===== src/pkg/t1lam_pkg.sv =====
/*
 Constants shared by the T1 line alarm monitor: condition positions, detector limits,
 register map, self-test figures and the self-test state type.
 Assumes a single 250 MHz device clock and a 32-bit AHB-Lite register bus.
*/
// Operation
// - Declare loss of signal after 175 consecutive received zeros on an interface.
// - Clear loss of signal once received ones density reaches 12.5 percent.
// - Declare network out of frame when 2 of 4 framing bits err.
// - Hold out of frame until the framer reframes, on both interfaces.
// - Flag AIS while an unframed all-ones stream is received.
// - Assert excessive error rate when ESF error rate exceeds the set threshold.
// - Deassert excessive error rate once the error rate falls below the threshold.
// - Flag yellow alarm on each interface while yellow is being received.
// - Rank conditions from network LOS down to DTE yellow in fixed order.
// - Sample the condition set every ten seconds.
// - Update reported status and top condition only when the sample changed.
// - Enter summary view after five minutes without key activity.
// - Self-test checks program memory checksum and reports memory failure.
// - Self-test checks encoder and LOS detector, reporting one combined failure.
// - Self-test checks AIS transmit and yellow detection, reporting alarm failure.
// - Self-test loops data through the network circuit and reports mismatch.
// - Self-test loops data through the DTE circuit and reports distinct failure.
// - Unclassified self-test failure provides an 8 hex digit failure code.
// - Report operational only when no alarm or status condition is active.
package t1lam_pkg;
	localparam int unsigned IF_NET = 0;
	localparam int unsigned IF_DTE = 1;

	localparam logic [7:0]  LOS_ZEROS     = 8'haf;
	localparam logic [7:0]  DENS_WIN      = 8'hc0;
	localparam int unsigned DENS_PERMILLE = 125;
	localparam logic [7:0]  DENS_ONES_MIN = 8'(int'(DENS_WIN) * DENS_PERMILLE / 1000);
	localparam logic [2:0]  FS_ERR_MAX    = 3'h2;
	localparam logic [11:0] AIS_ONES      = 12'h800;
	localparam logic [15:0] EER_WIN       = 16'h1f40;
	localparam logic [15:0] EER_THR_RST   = 16'h000a;

	localparam longint unsigned CLK_HZ   = 250000000;
	localparam longint unsigned SAMPLE_S = 10;
	localparam longint unsigned IDLE_MIN = 5;

	localparam int unsigned NCOND     = 9;
	localparam int unsigned C_NET_LOS = 0;
	localparam int unsigned C_DTE_LOS = 1;
	localparam int unsigned C_NET_OOF = 2;
	localparam int unsigned C_DTE_OOF = 3;
	localparam int unsigned C_NET_AIS = 4;
	localparam int unsigned C_DTE_AIS = 5;
	localparam int unsigned C_NET_EER = 6;
	localparam int unsigned C_NET_YEL = 7;
	localparam int unsigned C_DTE_YEL = 8;

	localparam logic [7:0] REG_CTRL  = 8'h00;
	localparam logic [7:0] REG_THR   = 8'h04;
	localparam logic [7:0] REG_COND  = 8'h08;
	localparam logic [7:0] REG_RPT   = 8'h0c;
	localparam logic [7:0] REG_STEST = 8'h10;
	localparam logic [7:0] REG_CODE  = 8'h14;
	localparam int unsigned CTRL_ESF = 0;
	localparam int unsigned CTRL_RUN = 1;
	localparam int unsigned RPT_TOP  = 16;
	localparam int unsigned RPT_AUTO = 24;
	localparam int unsigned RPT_OPER = 25;
	localparam int unsigned STB_DONE = 8;
	localparam int unsigned STB_PASS = 9;

	localparam int unsigned NFAIL  = 6;
	localparam int unsigned F_MEM  = 0;
	localparam int unsigned F_ENC  = 1;
	localparam int unsigned F_ALM  = 2;
	localparam int unsigned F_NET  = 3;
	localparam int unsigned F_DTE  = 4;
	localparam int unsigned F_DEV  = 5;

	localparam logic [15:0] PM_WORDS   = 16'h0100;
	localparam logic [15:0] LOOP_LEN   = 16'h0040;
	localparam logic [15:0] LOS_LEN    = 16'h00b4;
	localparam logic [15:0] ALM_LEN    = 16'h03e8;
	localparam logic [6:0]  LFSR_SEED  = 7'h7f;

	typedef enum logic [2:0] {
		ST_IDLE = 3'h0,
		ST_MEM  = 3'h1,
		ST_ENC  = 3'h3,
		ST_LOS  = 3'h2,
		ST_ALM  = 3'h6,
		ST_NET  = 3'h7,
		ST_DTE  = 3'h5,
		ST_DONE = 3'h4
	} t1lam_st_t;
endpackage


===== src/verilog/t1lam_line_det.sv =====
/*
 Loss of signal and AIS detector for one receive stream.
 Assumes received bits arrive from framer logic on hclk with a one-cycle valid strobe.
*/
`timescale 1ns/100ps
`default_nettype none
module t1lam_line_det import t1lam_pkg::*; (
	input  wire logic hclk,
	input  wire logic hresetn,
	input  wire logic ce,
	input  wire logic bit_vld,
	input  wire logic bit_val,
	input  wire logic oof,
	output logic      los,
	output logic      ais
);
	logic [7:0]  zcnt_q;
	logic [7:0]  win_q;
	logic [7:0]  ones_q;
	logic [11:0] run_q;

	always_ff @(posedge hclk or negedge hresetn) begin
		if (!hresetn) begin
			zcnt_q <= 8'h00;
		end else if (ce && bit_vld) begin
			if (bit_val)
				zcnt_q <= 8'h00;
			else if (zcnt_q != LOS_ZEROS)
				zcnt_q <= zcnt_q + 8'h01;
		end
	end

	// Density is judged over fixed windows, so clearing lags recovery by up to two windows.
	always_ff @(posedge hclk or negedge hresetn) begin
		if (!hresetn) begin
			win_q  <= 8'h00;
			ones_q <= 8'h00;
			los    <= 1'b0;
		end else if (ce && bit_vld) begin
			if (win_q == DENS_WIN - 8'h01) begin
				win_q  <= 8'h00;
				ones_q <= 8'h00;
			end else begin
				win_q  <= win_q + 8'h01;
				ones_q <= ones_q + {7'h00, bit_val};
			end
			if (!bit_val && zcnt_q == LOS_ZEROS - 8'h01)
				los <= 1'b1;
			else if (win_q == DENS_WIN - 8'h01 && ones_q + {7'h00, bit_val} >= DENS_ONES_MIN)
				los <= 1'b0;
		end
	end

	always_ff @(posedge hclk or negedge hresetn) begin
		if (!hresetn) begin
			run_q <= 12'h000;
			ais   <= 1'b0;
		end else if (ce && bit_vld) begin
			if (!bit_val || !oof) begin
				run_q <= 12'h000;
				ais   <= 1'b0;
			end else if (run_q != AIS_ONES) begin
				run_q <= run_q + 12'h001;
			end else begin
				ais <= 1'b1;
			end
		end
	end
endmodule
`default_nettype wire


===== src/verilog/t1lam_oof_det.sv =====
/*
 Out-of-frame detector for one interface: watches the last four framing bits.
 Assumes the framer gives a strobe per framing bit with its error flag and a reframe pulse.
*/
`timescale 1ns/100ps
`default_nettype none
module t1lam_oof_det import t1lam_pkg::*; (
	input  wire logic hclk,
	input  wire logic hresetn,
	input  wire logic ce,
	input  wire logic fs_vld,
	input  wire logic fs_err,
	input  wire logic reframe,
	output logic      oof
);
	logic [3:0] hist_q;
	logic [3:0] hist_d;
	logic [2:0] nerr;
	logic       hit;

	assign hist_d = {hist_q[2:0], fs_err};
	assign nerr   = 3'({2'h0, hist_d[0]} + {2'h0, hist_d[1]} + {2'h0, hist_d[2]} + {2'h0, hist_d[3]});
	assign hit    = fs_vld && nerr >= FS_ERR_MAX;

	// A declaration in the reframe cycle wins, so a fresh loss of framing is never lost.
	always_ff @(posedge hclk or negedge hresetn) begin
		if (!hresetn) begin
			hist_q <= 4'h0;
			oof    <= 1'b0;
		end else if (ce) begin
			if (hit)
				oof <= 1'b1;
			else if (reframe)
				oof <= 1'b0;
			if (fs_vld)
				hist_q <= hist_d;
			else if (reframe)
				hist_q <= 4'h0;
		end
	end
endmodule
`default_nettype wire


===== src/verilog/t1lam_top.sv =====
/*
 T1 line alarm monitor: per-interface LOS, OOF, AIS and yellow detection, network EER,
 priority ranking, ten-second status sampling, inactivity summary view and power-up self-test,
 with registers on AHB-Lite.
 Assumes framers, looped circuits and program memory run on hclk; only the key pin is asynchronous.
*/
`timescale 1ns/100ps
`default_nettype none
module t1lam_top import t1lam_pkg::*; #(
	parameter logic [39:0] SAMPLE_CYC = 40'(SAMPLE_S * CLK_HZ),
	parameter logic [39:0] IDLE_CYC   = 40'(IDLE_MIN * 60 * CLK_HZ)
) (
	input  wire logic        hclk,
	input  wire logic        hresetn,
	input  wire logic        ce,
	input  wire logic        hsel,
	input  wire logic [31:0] haddr,
	input  wire logic [1:0]  htrans,
	input  wire logic        hwrite,
	input  wire logic [2:0]  hsize,
	input  wire logic [31:0] hwdata,
	input  wire logic        hready,
	output logic             hreadyout,
	output logic [31:0]      hrdata,
	output logic             hresp,
	input  wire logic [1:0]  rx_vld,
	input  wire logic [1:0]  rx_bit,
	input  wire logic [1:0]  fs_vld,
	input  wire logic [1:0]  fs_err,
	input  wire logic [1:0]  reframe,
	input  wire logic [1:0]  yel_rx,
	input  wire logic        crc_err,
	input  wire logic        key_press,
	output logic [7:0]       pm_addr,
	input  wire logic [15:0] pm_data,
	input  wire logic [15:0] pm_sum_ref,
	output logic [2:0]       st_mode,
	output logic             st_tx_bit,
	input  wire logic        st_rx_bit,
	output logic             ais_tx,
	input  wire logic        dev_fault,
	output logic [8:0]       cond,
	output logic [8:0]       rpt_cond,
	output logic [3:0]       rpt_top,
	output logic             auto_view,
	output logic             operational,
	output logic             st_busy
);
	logic [1:0]       los;
	logic [1:0]       ais;
	logic [1:0]       oof;
	logic [1:0]       det_vld;
	logic [1:0]       det_bit;
	logic [1:0]       yel_q;
	logic             eer_q;
	logic [15:0]      eer_win_q;
	logic [15:0]      eer_cnt_q;
	logic [15:0]      thr_q;
	logic             esf_q;
	logic             wr_pend_q;
	logic [7:0]       wr_addr_q;
	logic [31:0]      rd_d;
	logic             go_q;
	logic             run_wr;
	t1lam_st_t        st_q;
	logic [15:0]      cnt_q;
	logic [15:0]      sum_q;
	logic [15:0]      sum_nx;
	logic [6:0]       lfsr_q;
	logic             prev_tx_q;
	logic             yel_seen_q;
	logic [NFAIL-1:0] fail_q;
	logic             done_q;
	logic [31:0]      code_q;
	logic             loop_st;
	logic             last;
	logic [8:0]       smp_q;
	logic [39:0]      smp_cnt_q;
	logic [39:0]      idle_cnt_q;
	logic             key_s1_q;
	logic             key_s2_q;
	logic             key_s3_q;
	logic             key_ev;
	logic [3:0]       top_d;

	// Bus slave: zero wait states while running; the whole block, bus included, stalls with ce.
	assign hreadyout = ce;
	assign hresp     = 1'b0;
	assign run_wr    = wr_pend_q && wr_addr_q == REG_CTRL && hwdata[CTRL_RUN];

	always_comb begin
		rd_d = 32'h0000_0000;
		if (haddr[7:0] == REG_CTRL) begin
			rd_d[CTRL_ESF] = esf_q;
			rd_d[CTRL_RUN] = go_q;
		end else if (haddr[7:0] == REG_THR) begin
			rd_d[15:0] = thr_q;
		end else if (haddr[7:0] == REG_COND) begin
			rd_d[8:0] = cond;
		end else if (haddr[7:0] == REG_RPT) begin
			rd_d[8:0]              = rpt_cond;
			rd_d[RPT_TOP+3:RPT_TOP] = rpt_top;
			rd_d[RPT_AUTO]         = auto_view;
			rd_d[RPT_OPER]         = operational;
		end else if (haddr[7:0] == REG_STEST) begin
			rd_d[NFAIL-1:0] = fail_q;
			rd_d[STB_DONE]  = done_q;
			rd_d[STB_PASS]  = done_q && fail_q == '0;
		end else if (haddr[7:0] == REG_CODE) begin
			rd_d = code_q;
		end
	end

	always_ff @(posedge hclk or negedge hresetn) begin
		if (!hresetn) begin
			wr_pend_q <= 1'b0;
			wr_addr_q <= 8'h00;
			hrdata    <= 32'h0000_0000;
		end else if (ce) begin
			wr_pend_q <= hsel && hready && htrans[1] && hwrite && hsize == 3'h2;
			wr_addr_q <= haddr[7:0];
			if (hsel && hready && htrans[1] && !hwrite)
				hrdata <= rd_d;
		end
	end

	always_ff @(posedge hclk or negedge hresetn) begin
		if (!hresetn) begin
			esf_q <= 1'b0;
			thr_q <= EER_THR_RST;
		end else if (ce && wr_pend_q) begin
			if (wr_addr_q == REG_CTRL)
				esf_q <= hwdata[CTRL_ESF];
			else if (wr_addr_q == REG_THR)
				thr_q <= hwdata[15:0];
		end
	end

	// Per-interface detectors; the network LOS detector is fed zeros during its self-test step.
	genvar gi;
	generate
		for (gi = 0; gi < 2; gi++) begin : g_if
			assign det_vld[gi] = (gi == IF_NET && st_q == ST_LOS) ? 1'b1 : rx_vld[gi];
			assign det_bit[gi] = (gi == IF_NET && st_q == ST_LOS) ? 1'b0 : rx_bit[gi];
			t1lam_line_det u_line (
				.hclk    (hclk),
				.hresetn (hresetn),
				.ce      (ce),
				.bit_vld (det_vld[gi]),
				.bit_val (det_bit[gi]),
				.oof     (oof[gi]),
				.los     (los[gi]),
				.ais     (ais[gi])
			);
			t1lam_oof_det u_oof (
				.hclk    (hclk),
				.hresetn (hresetn),
				.ce      (ce),
				.fs_vld  (fs_vld[gi]),
				.fs_err  (fs_err[gi]),
				.reframe (reframe[gi]),
				.oof     (oof[gi])
			);
		end
	endgenerate

	always_ff @(posedge hclk or negedge hresetn) begin
		if (!hresetn)
			yel_q <= 2'h0;
		else if (ce)
			yel_q <= yel_rx;
	end

	// Errors are counted over a fixed number of received network bits.
	always_ff @(posedge hclk or negedge hresetn) begin
		if (!hresetn) begin
			eer_win_q <= 16'h0000;
			eer_cnt_q <= 16'h0000;
			eer_q     <= 1'b0;
		end else if (ce) begin
			if (!esf_q) begin
				eer_win_q <= 16'h0000;
				eer_cnt_q <= 16'h0000;
				eer_q     <= 1'b0;
			end else if (rx_vld[IF_NET] && eer_win_q == EER_WIN - 16'h0001) begin
				eer_win_q <= 16'h0000;
				eer_cnt_q <= 16'h0000;
				if (eer_cnt_q > thr_q)
					eer_q <= 1'b1;
				else if (eer_cnt_q < thr_q)
					eer_q <= 1'b0;
			end else begin
				if (rx_vld[IF_NET])
					eer_win_q <= eer_win_q + 16'h0001;
				if (crc_err && eer_cnt_q != 16'hffff)
					eer_cnt_q <= eer_cnt_q + 16'h0001;
			end
		end
	end

	always_ff @(posedge hclk or negedge hresetn) begin
		if (!hresetn) begin
			cond <= 9'h000;
		end else if (ce) begin
			cond[C_NET_LOS] <= los[IF_NET];
			cond[C_DTE_LOS] <= los[IF_DTE];
			cond[C_NET_OOF] <= oof[IF_NET];
			cond[C_DTE_OOF] <= oof[IF_DTE];
			cond[C_NET_AIS] <= ais[IF_NET];
			cond[C_DTE_AIS] <= ais[IF_DTE];
			cond[C_NET_EER] <= eer_q;
			cond[C_NET_YEL] <= yel_q[IF_NET];
			cond[C_DTE_YEL] <= yel_q[IF_DTE];
		end
	end

	// Lowest bit index is highest priority; code 0 means nothing active.
	always_comb begin
		top_d = 4'h0;
		for (int i = NCOND - 1; i >= 0; i--) begin
			if (cond[i])
				top_d = 4'(i + 1);
		end
	end

	always_ff @(posedge hclk or negedge hresetn) begin
		if (!hresetn) begin
			smp_cnt_q <= 40'h00_0000_0000;
			smp_q     <= 9'h000;
			rpt_cond  <= 9'h000;
			rpt_top   <= 4'h0;
		end else if (ce) begin
			if (smp_cnt_q == SAMPLE_CYC - 40'h00_0000_0001) begin
				smp_cnt_q <= 40'h00_0000_0000;
				smp_q     <= cond;
				if (cond != smp_q) begin
					rpt_cond <= cond;
					rpt_top  <= top_d;
				end
			end else begin
				smp_cnt_q <= smp_cnt_q + 40'h00_0000_0001;
			end
		end
	end

	assign key_ev = key_s2_q && !key_s3_q;

	always_ff @(posedge hclk or negedge hresetn) begin
		if (!hresetn) begin
			key_s1_q   <= 1'b0;
			key_s2_q   <= 1'b0;
			key_s3_q   <= 1'b0;
			idle_cnt_q <= 40'h00_0000_0000;
			auto_view  <= 1'b0;
		end else if (ce) begin
			key_s1_q <= key_press;
			key_s2_q <= key_s1_q;
			key_s3_q <= key_s2_q;
			if (key_ev) begin
				idle_cnt_q <= 40'h00_0000_0000;
				auto_view  <= 1'b0;
			end else if (idle_cnt_q == IDLE_CYC - 40'h00_0000_0001) begin
				auto_view <= 1'b1;
			end else begin
				idle_cnt_q <= idle_cnt_q + 40'h00_0000_0001;
			end
		end
	end

	always_ff @(posedge hclk or negedge hresetn) begin
		if (!hresetn)
			operational <= 1'b0;
		else if (ce)
			operational <= cond == 9'h000 && done_q && fail_q == '0;
	end

	// Self-test runs once after reset and again on each software request.
	always_ff @(posedge hclk or negedge hresetn) begin
		if (!hresetn)
			go_q <= 1'b1;
		else if (ce)
			go_q <= run_wr || (go_q && st_q != ST_IDLE);
	end

	assign loop_st = st_q == ST_ENC || st_q == ST_NET || st_q == ST_DTE;
	assign sum_nx  = sum_q + pm_data;
	assign pm_addr = cnt_q[7:0];
	assign st_busy = st_q != ST_IDLE;
	assign ais_tx  = st_q == ST_ALM;
	assign st_mode = st_q;
	assign last    = (st_q == ST_MEM && cnt_q == PM_WORDS - 16'h0001)
		|| (loop_st && cnt_q == LOOP_LEN - 16'h0001)
		|| (st_q == ST_LOS && cnt_q == LOS_LEN - 16'h0001)
		|| (st_q == ST_ALM && cnt_q == ALM_LEN - 16'h0001);

	always_ff @(posedge hclk or negedge hresetn) begin
		if (!hresetn) begin
			st_q  <= ST_IDLE;
			cnt_q <= 16'h0000;
			sum_q <= 16'h0000;
		end else if (ce) begin
			cnt_q <= last || st_q == ST_IDLE ? 16'h0000 : cnt_q + 16'h0001;
			sum_q <= st_q == ST_MEM ? sum_nx : 16'h0000;
			case (st_q)
				ST_IDLE: if (go_q) st_q <= ST_MEM;
				ST_MEM:  if (last) st_q <= ST_ENC;
				ST_ENC:  if (last) st_q <= ST_LOS;
				ST_LOS:  if (last) st_q <= ST_ALM;
				ST_ALM:  if (last) st_q <= ST_NET;
				ST_NET:  if (last) st_q <= ST_DTE;
				ST_DTE:  if (last) st_q <= ST_DONE;
				default: st_q <= ST_IDLE;
			endcase
		end
	end

	// The looped circuits return each transmitted bit one cycle later.
	always_ff @(posedge hclk or negedge hresetn) begin
		if (!hresetn) begin
			lfsr_q     <= LFSR_SEED;
			st_tx_bit  <= 1'b0;
			prev_tx_q  <= 1'b0;
			yel_seen_q <= 1'b0;
		end else if (ce) begin
			lfsr_q     <= loop_st ? {lfsr_q[5:0], lfsr_q[6] ^ lfsr_q[5]} : LFSR_SEED;
			st_tx_bit  <= loop_st && lfsr_q[0];
			prev_tx_q  <= st_tx_bit;
			yel_seen_q <= st_q == ST_ALM && (yel_seen_q || yel_q[IF_NET]);
		end
	end

	always_ff @(posedge hclk or negedge hresetn) begin
		if (!hresetn) begin
			fail_q <= '0;
			done_q <= 1'b0;
			code_q <= 32'h0000_0000;
		end else if (ce) begin
			if (st_q == ST_IDLE && go_q) begin
				fail_q <= '0;
				done_q <= 1'b0;
				code_q <= 32'h0000_0000;
			end
			if (st_q == ST_MEM && last && sum_nx != pm_sum_ref)
				fail_q[F_MEM] <= 1'b1;
			if (st_q == ST_ENC && cnt_q > 16'h0001 && st_rx_bit != prev_tx_q)
				fail_q[F_ENC] <= 1'b1;
			if (st_q == ST_LOS && last && !los[IF_NET])
				fail_q[F_ENC] <= 1'b1;
			if (st_q == ST_ALM && last && !yel_seen_q)
				fail_q[F_ALM] <= 1'b1;
			if (st_q == ST_NET && cnt_q > 16'h0001 && st_rx_bit != prev_tx_q)
				fail_q[F_NET] <= 1'b1;
			if (st_q == ST_DTE && cnt_q > 16'h0001 && st_rx_bit != prev_tx_q)
				fail_q[F_DTE] <= 1'b1;
			if (st_busy && st_q != ST_DONE && dev_fault && !fail_q[F_DEV]) begin
				fail_q[F_DEV] <= 1'b1;
				code_q        <= {13'h0000, st_q, cnt_q};
			end
			if (st_q == ST_DONE)
				done_q <= 1'b1;
		end
	end
endmodule
`default_nettype wire


===== config.mk =====
export PLATFORM = sky130hd
export DESIGN_NAME = t1lam_top
export DESIGN_NICKNAME = d
export VERILOG_FILES = /design/src/pkg/t1lam_pkg.sv /design/src/verilog/t1lam_line_det.sv /design/src/verilog/t1lam_oof_det.sv /design/src/verilog/t1lam_top.sv
export SDC_FILE = /design/constraint.sdc
export NUM_CORES = 1
export LEC_CHECK = 0
export ABC_AREA = 1
export BUFFER_PORTS_ARGS = -buffer_cell sky130_fd_sc_hd__buf_2
export CAP_MARGIN = 10
export CORE_MARGIN = 8
export CORE_UTILIZATION = 35
export CTS_CLUSTER_SIZE = 28
export DETAILED_ROUTE_END_ITERATION = 6
export SLEW_MARGIN = 30
export SYNTH_ARGS = -nofsm -noshare
export SYNTH_HDL_FRONTEND = slang
export SYNTH_SLANG_ARGS = --single-unit

===== constraint.sdc =====
create_clock -name hclk -period 3.6 [get_ports hclk]
set_input_delay 0.72 -clock hclk [delete_from_list [all_inputs] [get_ports hclk]]
set_output_delay 0.72 -clock hclk [all_outputs]
set_load 0.03 [all_outputs]

Word-level counts from Yosys, hierarchy flattened
Cells that the tools add are included.

$add $sub $neg: 20. Magnitude comparators: 7. Eq/ne operators: 48. Mux-type cells: 99. Bitwise logic cells: 2. Reductions and logical operators: 118.

Operator list (number): $mux W32 (8); $mux W16 (10); $mux W40 (3); $add A40 B1 Y40 const B (2); $mux W8 (8); $reduce_and A2 Y1 (26); $add A16 B1 Y16 const B (3); $mux W12 (4); $logic_and A1 B1 Y1 (45); $mux W4 (11); $eq A40 B32 Y1 const B (1); $eq A40 B37 Y1 const B (1); $reduce_bool A2 Y1 (17); $mux W3 (11); $add A8 B1 Y8 const B (4); $eq A16 B8 Y1 const B (2); $eq A8 B8 Y1 const B (4); $mux W30 (1); $mux W1 (29); $add A12 B1 Y12 const B (2); $ne A12 B12 Y1 const B (2); $mux W23 (1); $mux W22 (1); $pmux W3 S7 (1); 44 further kinds (97).

Flip-flop bits (word level): 378. Output and inout bits: 72. Logic and storage cells: 346.

Logic depth before layout (Yosys ltp)
Word-level depth: 12. Depth in mapped cells: 19.

By module
From an unflattened synthesis, not the netlist that was laid out.

Cells, all modules: 2683. Area total of the unflattened synthesis: 20529.7 um^2.

Modules (own cells, without submodules): t1lam_top (instances 1, cells an instance 2079, area each 15680.0 um^2); t1lam_line_det (instances 2, cells an instance 279, area each 2230.9 um^2); t1lam_oof_det (instances 2, cells an instance 23, area each 193.9 um^2).

Least setup slack after synthesis
OpenSTA, ideal clock, no wires.

Path kind: input to register. Start: input port pm_data[0]. End: register fail_q[0]. Arrival time: 2.329 ns. Path slack: 1.154 ns. Stages on the path: 17. Path buffers: 0. Cell sequence: ha_1 > inv_1 > fa_1 > inv_1 > nand2_1 > nand2_1 > nand3_1 > nand2_1 > nand2_1 > nand2_1 > nand2_1 > nand3b_1 > nand3_1 > nor2_1 > nand3_1 > nand2_1 > nand2_1.

Word-level cells in the longest chain between the ends: 5.

RTL lines: from (decl) (line t1lam_top.sv:35) `input wire logic [15:0] pm_data,`; $add A16 B16 Y16 (*) (line t1lam_top.sv:286) `assign sum_nx = sum_q + pm_data;`; $ne A16 B16 Y1 (*) (line t1lam_top.sv:343) `if (st_q == ST_MEM && last && sum_nx != pm_sum_ref)`; $logic_and A1 B1 Y1 (*) (line t1lam_top.sv:343); $reduce_bool A2 Y1 (no source line); $reduce_and A2 Y1 (no source line); to (signal, indexed assignment) (line t1lam_top.sv:344) `fail_q[F_MEM] <= 1'b1;`; to (signal, indexed assignment) (line t1lam_top.sv:346) `fail_q[F_ENC] <= 1'b1;`; to (signal, indexed assignment) (line t1lam_top.sv:348) `fail_q[F_ENC] <= 1'b1;`; to (decl) (line t1lam_top.sv:72) `logic [NFAIL-1:0] fail_q;`.

Every way passes the cells marked *; elsewhere a longest branch is shown, timed or not. A chain may end at the register's enable or synchronous reset.

Final worst setup path
Start: register st_q[0], in the netlist st_mode[0]. End: register g_if[0].u_line.los.

Word-level cells in the longest chain between the ends: 7.

RTL lines: from (decl) (line t1lam_top.sv:65) `t1lam_st_t st_q;`; from (signal assigned) (line t1lam_top.sv:298) `st_q <= ST_IDLE;`; from (signal assigned) (line t1lam_top.sv:305) `ST_IDLE: if (go_q) st_q <= ST_MEM;`; from (signal assigned) (line t1lam_top.sv:306) `ST_MEM: if (last) st_q <= ST_ENC;`; $eq A3 B2 Y1 (*) (line t1lam_top.sv:143, t1lam_top.sv:144); $mux W1 (line t1lam_top.sv:144) `assign det_bit[gi] = (gi == IF_NET && st_q == ST_LOS) ? 1'b0 : rx_bit[gi];`; $add A8 B1 Y8 (line t1lam_line_det.sv:49) `else if (win_q == DENS_WIN - 8'h01 && ones_q + {7'h00, bit_val} >= DENS_ONES_MIN)`; $ge A8 B5 Y1 (line t1lam_line_det.sv:49); $logic_and A1 B1 Y1 (line t1lam_line_det.sv:49); $reduce_bool A2 Y1 (no source line); $reduce_and A2 Y1 (no source line); to (signal assigned) (line t1lam_line_det.sv:38) `los <= 1'b0;`; to (signal assigned) (line t1lam_line_det.sv:48) `los <= 1'b1;`; to (signal assigned) (line t1lam_line_det.sv:50) `los <= 1'b0;`; to (decl) (line t1lam_line_det.sv:14) `output logic los,`.

Marks and branches as above.

==> metrics.log <==
[metrics] sequential share of the synthesized area: 44.41%
[metrics] Reg-to-Reg Start: st_mode[0]$_DFFE_PN0P_
[metrics] CTS Hold Buffers Added: 0
[metrics] worst rel slew slack: 39.85%
[metrics] crit path cell chain: inv_6 -> nand2_2 -> nor2_2 -> inv_2 -> nand2_1 -> inv_2 -> ha_1 -> ha_1 -> nand3_1 -> nor3_1 -> xor2_1 -> nor2_1 -> o211ai_1 -> nand2_1 -> nand2_1 -> o41ai_1
[metrics] clock skew: 0.02677 ns
[metrics] result of the run: finished clean
[metrics] post-CTS sizing: 0
[metrics] kind of end point of the critical path: register
[metrics] post-CTS setup buffer count: 0
[metrics] Critical Path Source: st_mode[0]$_DFFE_PN0P_
[metrics] synthesis-to-finish area growth: 15.07%
[metrics] number of flip-flops and latches in the synthesized netlist: 355
[metrics] global-route usage over all layers: 17.26%
[metrics] category of the critical setup timing path: register to register
[metrics] Hold Violations, Final: 0
[metrics] count of routing violations after the opening detailed-route iteration: 1581
[metrics] via/cell ratio: 5.127
[metrics] FF/Latch Area: 0.008896 sq mm
[metrics] total of max-cap violations: 0
[metrics] Achievable Freq: 367.8 MHz
[metrics] total negative slack for setup checks: 0 ns
[metrics] share of synthesized registers carrying an async set or reset: 100.0%
[metrics] class of the most critical hold timing path: input port to asynchronous set/reset pin
[metrics] RD Place Congestion: 0.9275
[metrics] largest voltage drop on the vdd net: 0.3700 mV
[metrics] end of the worst register-to-register path: g_if[0].u_line.los$_DFFE_PN0P_
[metrics] root buffer cell: sky130_fd_sc_hd__clkbuf_16
[metrics] remaining number of nets flagged by the antenna check after routing: 0
[metrics] crit path max-delay cell type: sky130_fd_sc_hd__dfrtp_1
[metrics] Worst Reg-to-Reg Cells: 16
[metrics] final setup violating endpoints: 0
[metrics] critical path capture point: g_if[0].u_line.los$_DFFE_PN0P_
[metrics] Cell Rows: 87
[metrics] clock edge transition at the registers on the reported setup and hold paths: 0.06 ns
[metrics] CORE AREA: 0.05650 sq mm
[metrics] clock tree buffer depth: 3
[metrics] total clock buffers created by CTS: 41
[metrics] die outline height: 255.2 um
[metrics] DP HPWL: 42.96 mm
[metrics] initial antenna violation count: 2
[metrics] total power density per cell area: 515.4 mW/mm^2
[metrics] IO Port Bufs: 142
[metrics] CTS sink cnt: 355
[metrics] Synth warnings: 0
[metrics] DRC violation count after routing: 0
[metrics] final count of pins violating max slew: 0
[metrics] mean routed wirelength per cell: 15.90 um
[metrics] synthesized area divided by synthesized cell count: 7.565 sq um
[metrics] first-pass iteration count of the detailed router: 6
[metrics] # IOs: 195
[metrics] Synth Flop Type: sky130_fd_sc_hd__dfrtp_1
[metrics] clock tree from TritonCTS: yes
[metrics] number of nets in the final layout: 2976
[metrics] data arrival time of the critical path: 3.14 ns
[metrics] Leakage: 11.08 nW
[metrics] critical-path maximum fanout: 10
[metrics] global-route wire length before repair: 92.18 mm
[metrics] global route overflow: 0
[metrics] data required time at the worst endpoint: 4.03 ns
[metrics] via count of the first global-routing pass: 17750
[metrics] cell count after synthesis: 2648
[metrics] fraction of the core area covered by cells at the end of the flow: 40.80%
[metrics] pin count of the biggest net entering global routing: 79
[metrics] n_diodes: 0
[metrics] cell occurring most often along the worst timing path: sky130_fd_sc_hd__nand2_1
[metrics] Setup crit start kind: register
[metrics] slew at the pin with the worst max-slew slack: 0.8940 ns
[metrics] starting density of the core: 35.46%
[metrics] area used by multi-input combinational logic: 0.009331 sq mm
[metrics] fraction of final layout cells with drive strength greater than 1: 9.685%
[metrics] Crit path largest cell delay: 0.58 ns
[metrics] total detailed-routing wirelength: 56.99 mm
[metrics] FILL cells: 5764
[metrics] number of library cell types mapped by synthesis: 57
[metrics] fin crit share: 75.52%
[metrics] overall die area: 0.06514 sq mm
[metrics] clock network latency to the later pin of the worst-skew pair: 0.57 ns
[metrics] setup repair after global routing missed its margin: false
[metrics] number of flops mapped to enable cells by yosys: 0
[metrics] min Tclk post-route: 2.719 ns
[metrics] post-synth design cell area: 0.02003 sq mm
[metrics] horizontal die dimension: 255.2 um
[metrics] H-tree depth: 2
[metrics] Register-to-Register Setup Slack: 0.88 ns
[metrics] via total after detailed routing: 18380
-- worst min-delay path by stage --
stage | from | end | depth (start not counted)
floorplan | hresetn | asynchronous set/reset pin | 0
global placement | hrdata[15]$_DFFE_PN0P_ | hrdata[15]$_DFFE_PN0P_ | 2
detailed placement | g_if[1].u_line.win_q[4]$_DFFE_PN0P_ | g_if[1].u_line.win_q[4]$_DFFE_PN0P_ | 1
CTS | hresetn | idle_cnt_q[21]$_DFFE_PN0P_ | 1
global route | hresetn | idle_cnt_q[27]$_DFFE_PN0P_ | 1
finish | hresetn | idle_cnt_q[27]$_DFFE_PN0P_ | 1
-- per-layer routing --
layer | up-vias | GRT usage (%) | part of all wire [%]
met5 | - | 0 | 0.021
met4 | 2 | 5.996 | 2.8
met3 | 88 | 2.264 | 5.9
met1 | 8749 | 23.14 | 44
met2 | 522 | 28.52 | 47
li1 | 9019 | - | -
-- placed cells by master, fill, tap and decap left out, types with 9 or more instances in the layout --
| cell | Yosys | layout |
|---|---|---|
| sky130_fd_sc_hd__o21ai_0 | 191 | 191 |
| sky130_fd_sc_hd__nor3_1 | 88 | 88 |
| sky130_fd_sc_hd__xor2_1 | 56 | 56 |
| sky130_fd_sc_hd__nand4_1 | 90 | 90 |
| sky130_fd_sc_hd__inv_1 | 387 | 386 |
| sky130_fd_sc_hd__nor4_1 | 37 | 36 |
| sky130_fd_sc_hd__nand2_1 | 602 | 601 |
| sky130_fd_sc_hd__nand3_1 | 194 | 194 |
| sky130_fd_sc_hd__o211ai_1 | 11 | 11 |
| sky130_fd_sc_hd__clkbuf_16 | 0 | 41 |
| sky130_fd_sc_hd__buf_2 | 8 | 140 |
| sky130_fd_sc_hd__dfstp_2 | 10 | 10 |
| sky130_fd_sc_hd__clkinv_2 | 0 | 9 |
| sky130_fd_sc_hd__conb_1 | 1 | 11 |
| sky130_fd_sc_hd__buf_4 | 21 | 22 |
| sky130_fd_sc_hd__xnor2_1 | 10 | 10 |
| sky130_fd_sc_hd__dfrtp_1 | 345 | 345 |
| sky130_fd_sc_hd__nor2_1 | 247 | 247 |
| sky130_fd_sc_hd__a21oi_1 | 98 | 98 |
| sky130_fd_sc_hd__ha_1 | 52 | 52 |
| sky130_fd_sc_hd__o22ai_1 | 40 | 40 |
| sky130_fd_sc_hd__nand3b_1 | 15 | 15 |
-- layout make-up --
cell class / instances / share of cell area (%)
Clock buffer: 52 / 4.891
Clock inverter: 22 / 1.292
Inverter: 396 / 6.470
Multi-Input combinational cell: 1837 / 40.48
Sequential cell: 355 / 38.59
Tap cell: 756 / 4.104
Timing Repair Buffer: 167 / 4.169
-- sequential cells by signal, indices dropped and copies added (netlist names), 16 cells and up, named ones only --
| name | cells |
|---|---|
| g_if.u_line.run_q | 24 |
| sum_q | 16 |
| hrdata | 22 |
| eer_win_q | 16 |
| thr_q | 16 |
| g_if.u_line.zcnt_q | 16 |
| eer_cnt_q | 16 |
| cnt_q | 16 |
| g_if.u_line.win_q | 16 |
| g_if.u_line.ones_q | 16 |
| code_q | 19 |
| smp_cnt_q | 40 |
| idle_cnt_q | 40 |
-- cell families (layout without fill, tap and decap cells) --
group,Yosys count,count (layout),share of synthesized area [%]
flip-flops,355,355,44.41
adder cells (fa/ha/maj),55,55,3.548
AND/OR/NAND/NOR,1307,1307,28.68
buffers and inverters,466,637,9.238
other,1,11,0.01872
AO/OA/AOI/OAI,398,398,11.22
XOR/XNOR,66,66,2.886
-- stage by stage --
stage | cell area [sq um] | total power (W) | hold WS, ns | instances | setup slack, ns
after floorplan | 20070 | 0.006766 | 0.4244 | 2658 | 1.154
after CTS | 23050 | 0.01201 | 0.1022 | 3585 | 0.8830
after global placement | 21630 | 0.007426 | 0.4570 | 3511 | 0.7377
final | 23050 | 0.01188 | 0.1006 | 3585 | 0.8813
after detailed placement | 21630 | 0.007516 | 0.4616 | 3511 | 0.7104
after global routing | 23050 | 0.01261 | 0.1356 | 3585 | 0.6316
-- cell usage after synthesis (5+ instances only) --
library cell                instances  area, sq um
sky130_fd_sc_hd__a211oi_1           5        37.54
sky130_fd_sc_hd__a21oi_1           98        490.5
sky130_fd_sc_hd__a22oi_1            8        60.06
sky130_fd_sc_hd__a31oi_1            8        50.05
sky130_fd_sc_hd__and3_1             5        31.28
sky130_fd_sc_hd__buf_1              8        30.03
sky130_fd_sc_hd__buf_2              8        40.04
sky130_fd_sc_hd__buf_4             21        157.7
sky130_fd_sc_hd__clkbuf_1          32        120.1
sky130_fd_sc_hd__dfrtp_1          345         8633
sky130_fd_sc_hd__dfstp_2           10        262.8
sky130_fd_sc_hd__ha_1              52        650.6
sky130_fd_sc_hd__inv_1            387         1453
sky130_fd_sc_hd__nand2_1          602         2260
sky130_fd_sc_hd__nand3_1          194        970.9
sky130_fd_sc_hd__nand3b_1          15        112.6
sky130_fd_sc_hd__nand4_1           90        563.0
sky130_fd_sc_hd__nor2_1           247        927.1
sky130_fd_sc_hd__nor3_1            88        440.4
sky130_fd_sc_hd__nor3b_1            8        60.06
sky130_fd_sc_hd__nor4_1            37        231.5
sky130_fd_sc_hd__o2111ai_1          5        43.79
sky130_fd_sc_hd__o211ai_1          11        82.58
sky130_fd_sc_hd__o21a_1             7        52.55
sky130_fd_sc_hd__o21ai_0          191        955.9
sky130_fd_sc_hd__o22ai_1           40        250.2
sky130_fd_sc_hd__o31ai_1            5        37.54
sky130_fd_sc_hd__or2_2              7        43.79
sky130_fd_sc_hd__xnor2_1           10        87.58
sky130_fd_sc_hd__xor2_1            56        490.5
-- critical path: cells and delay by family, from the launching register on --
kind	cells	cell delay [ns]
XOR/XNOR	1	0.21
flip-flops	1	0.58
adder cells (fa/ha/maj)	2	0.39
AO/OA/AOI/OAI	2	0.16
AND/OR/NAND/NOR	8	0.87
buffers and inverters	3	0.35
-- where the power goes --
part / leakage [nW] / switching [W] / total, W / internal, W
registers: 4.54 / 0.000379 / 0.00481 / 0.00444
logic: 5.84 / 0.00175 / 0.00265 / 0.000895
clock network: 0.697 / 0.00176 / 0.00442 / 0.00266
total: 11.1 / 0.00389 / 0.0119 / 0.00799
Note: power is estimated with default switching activity, not from simulation.
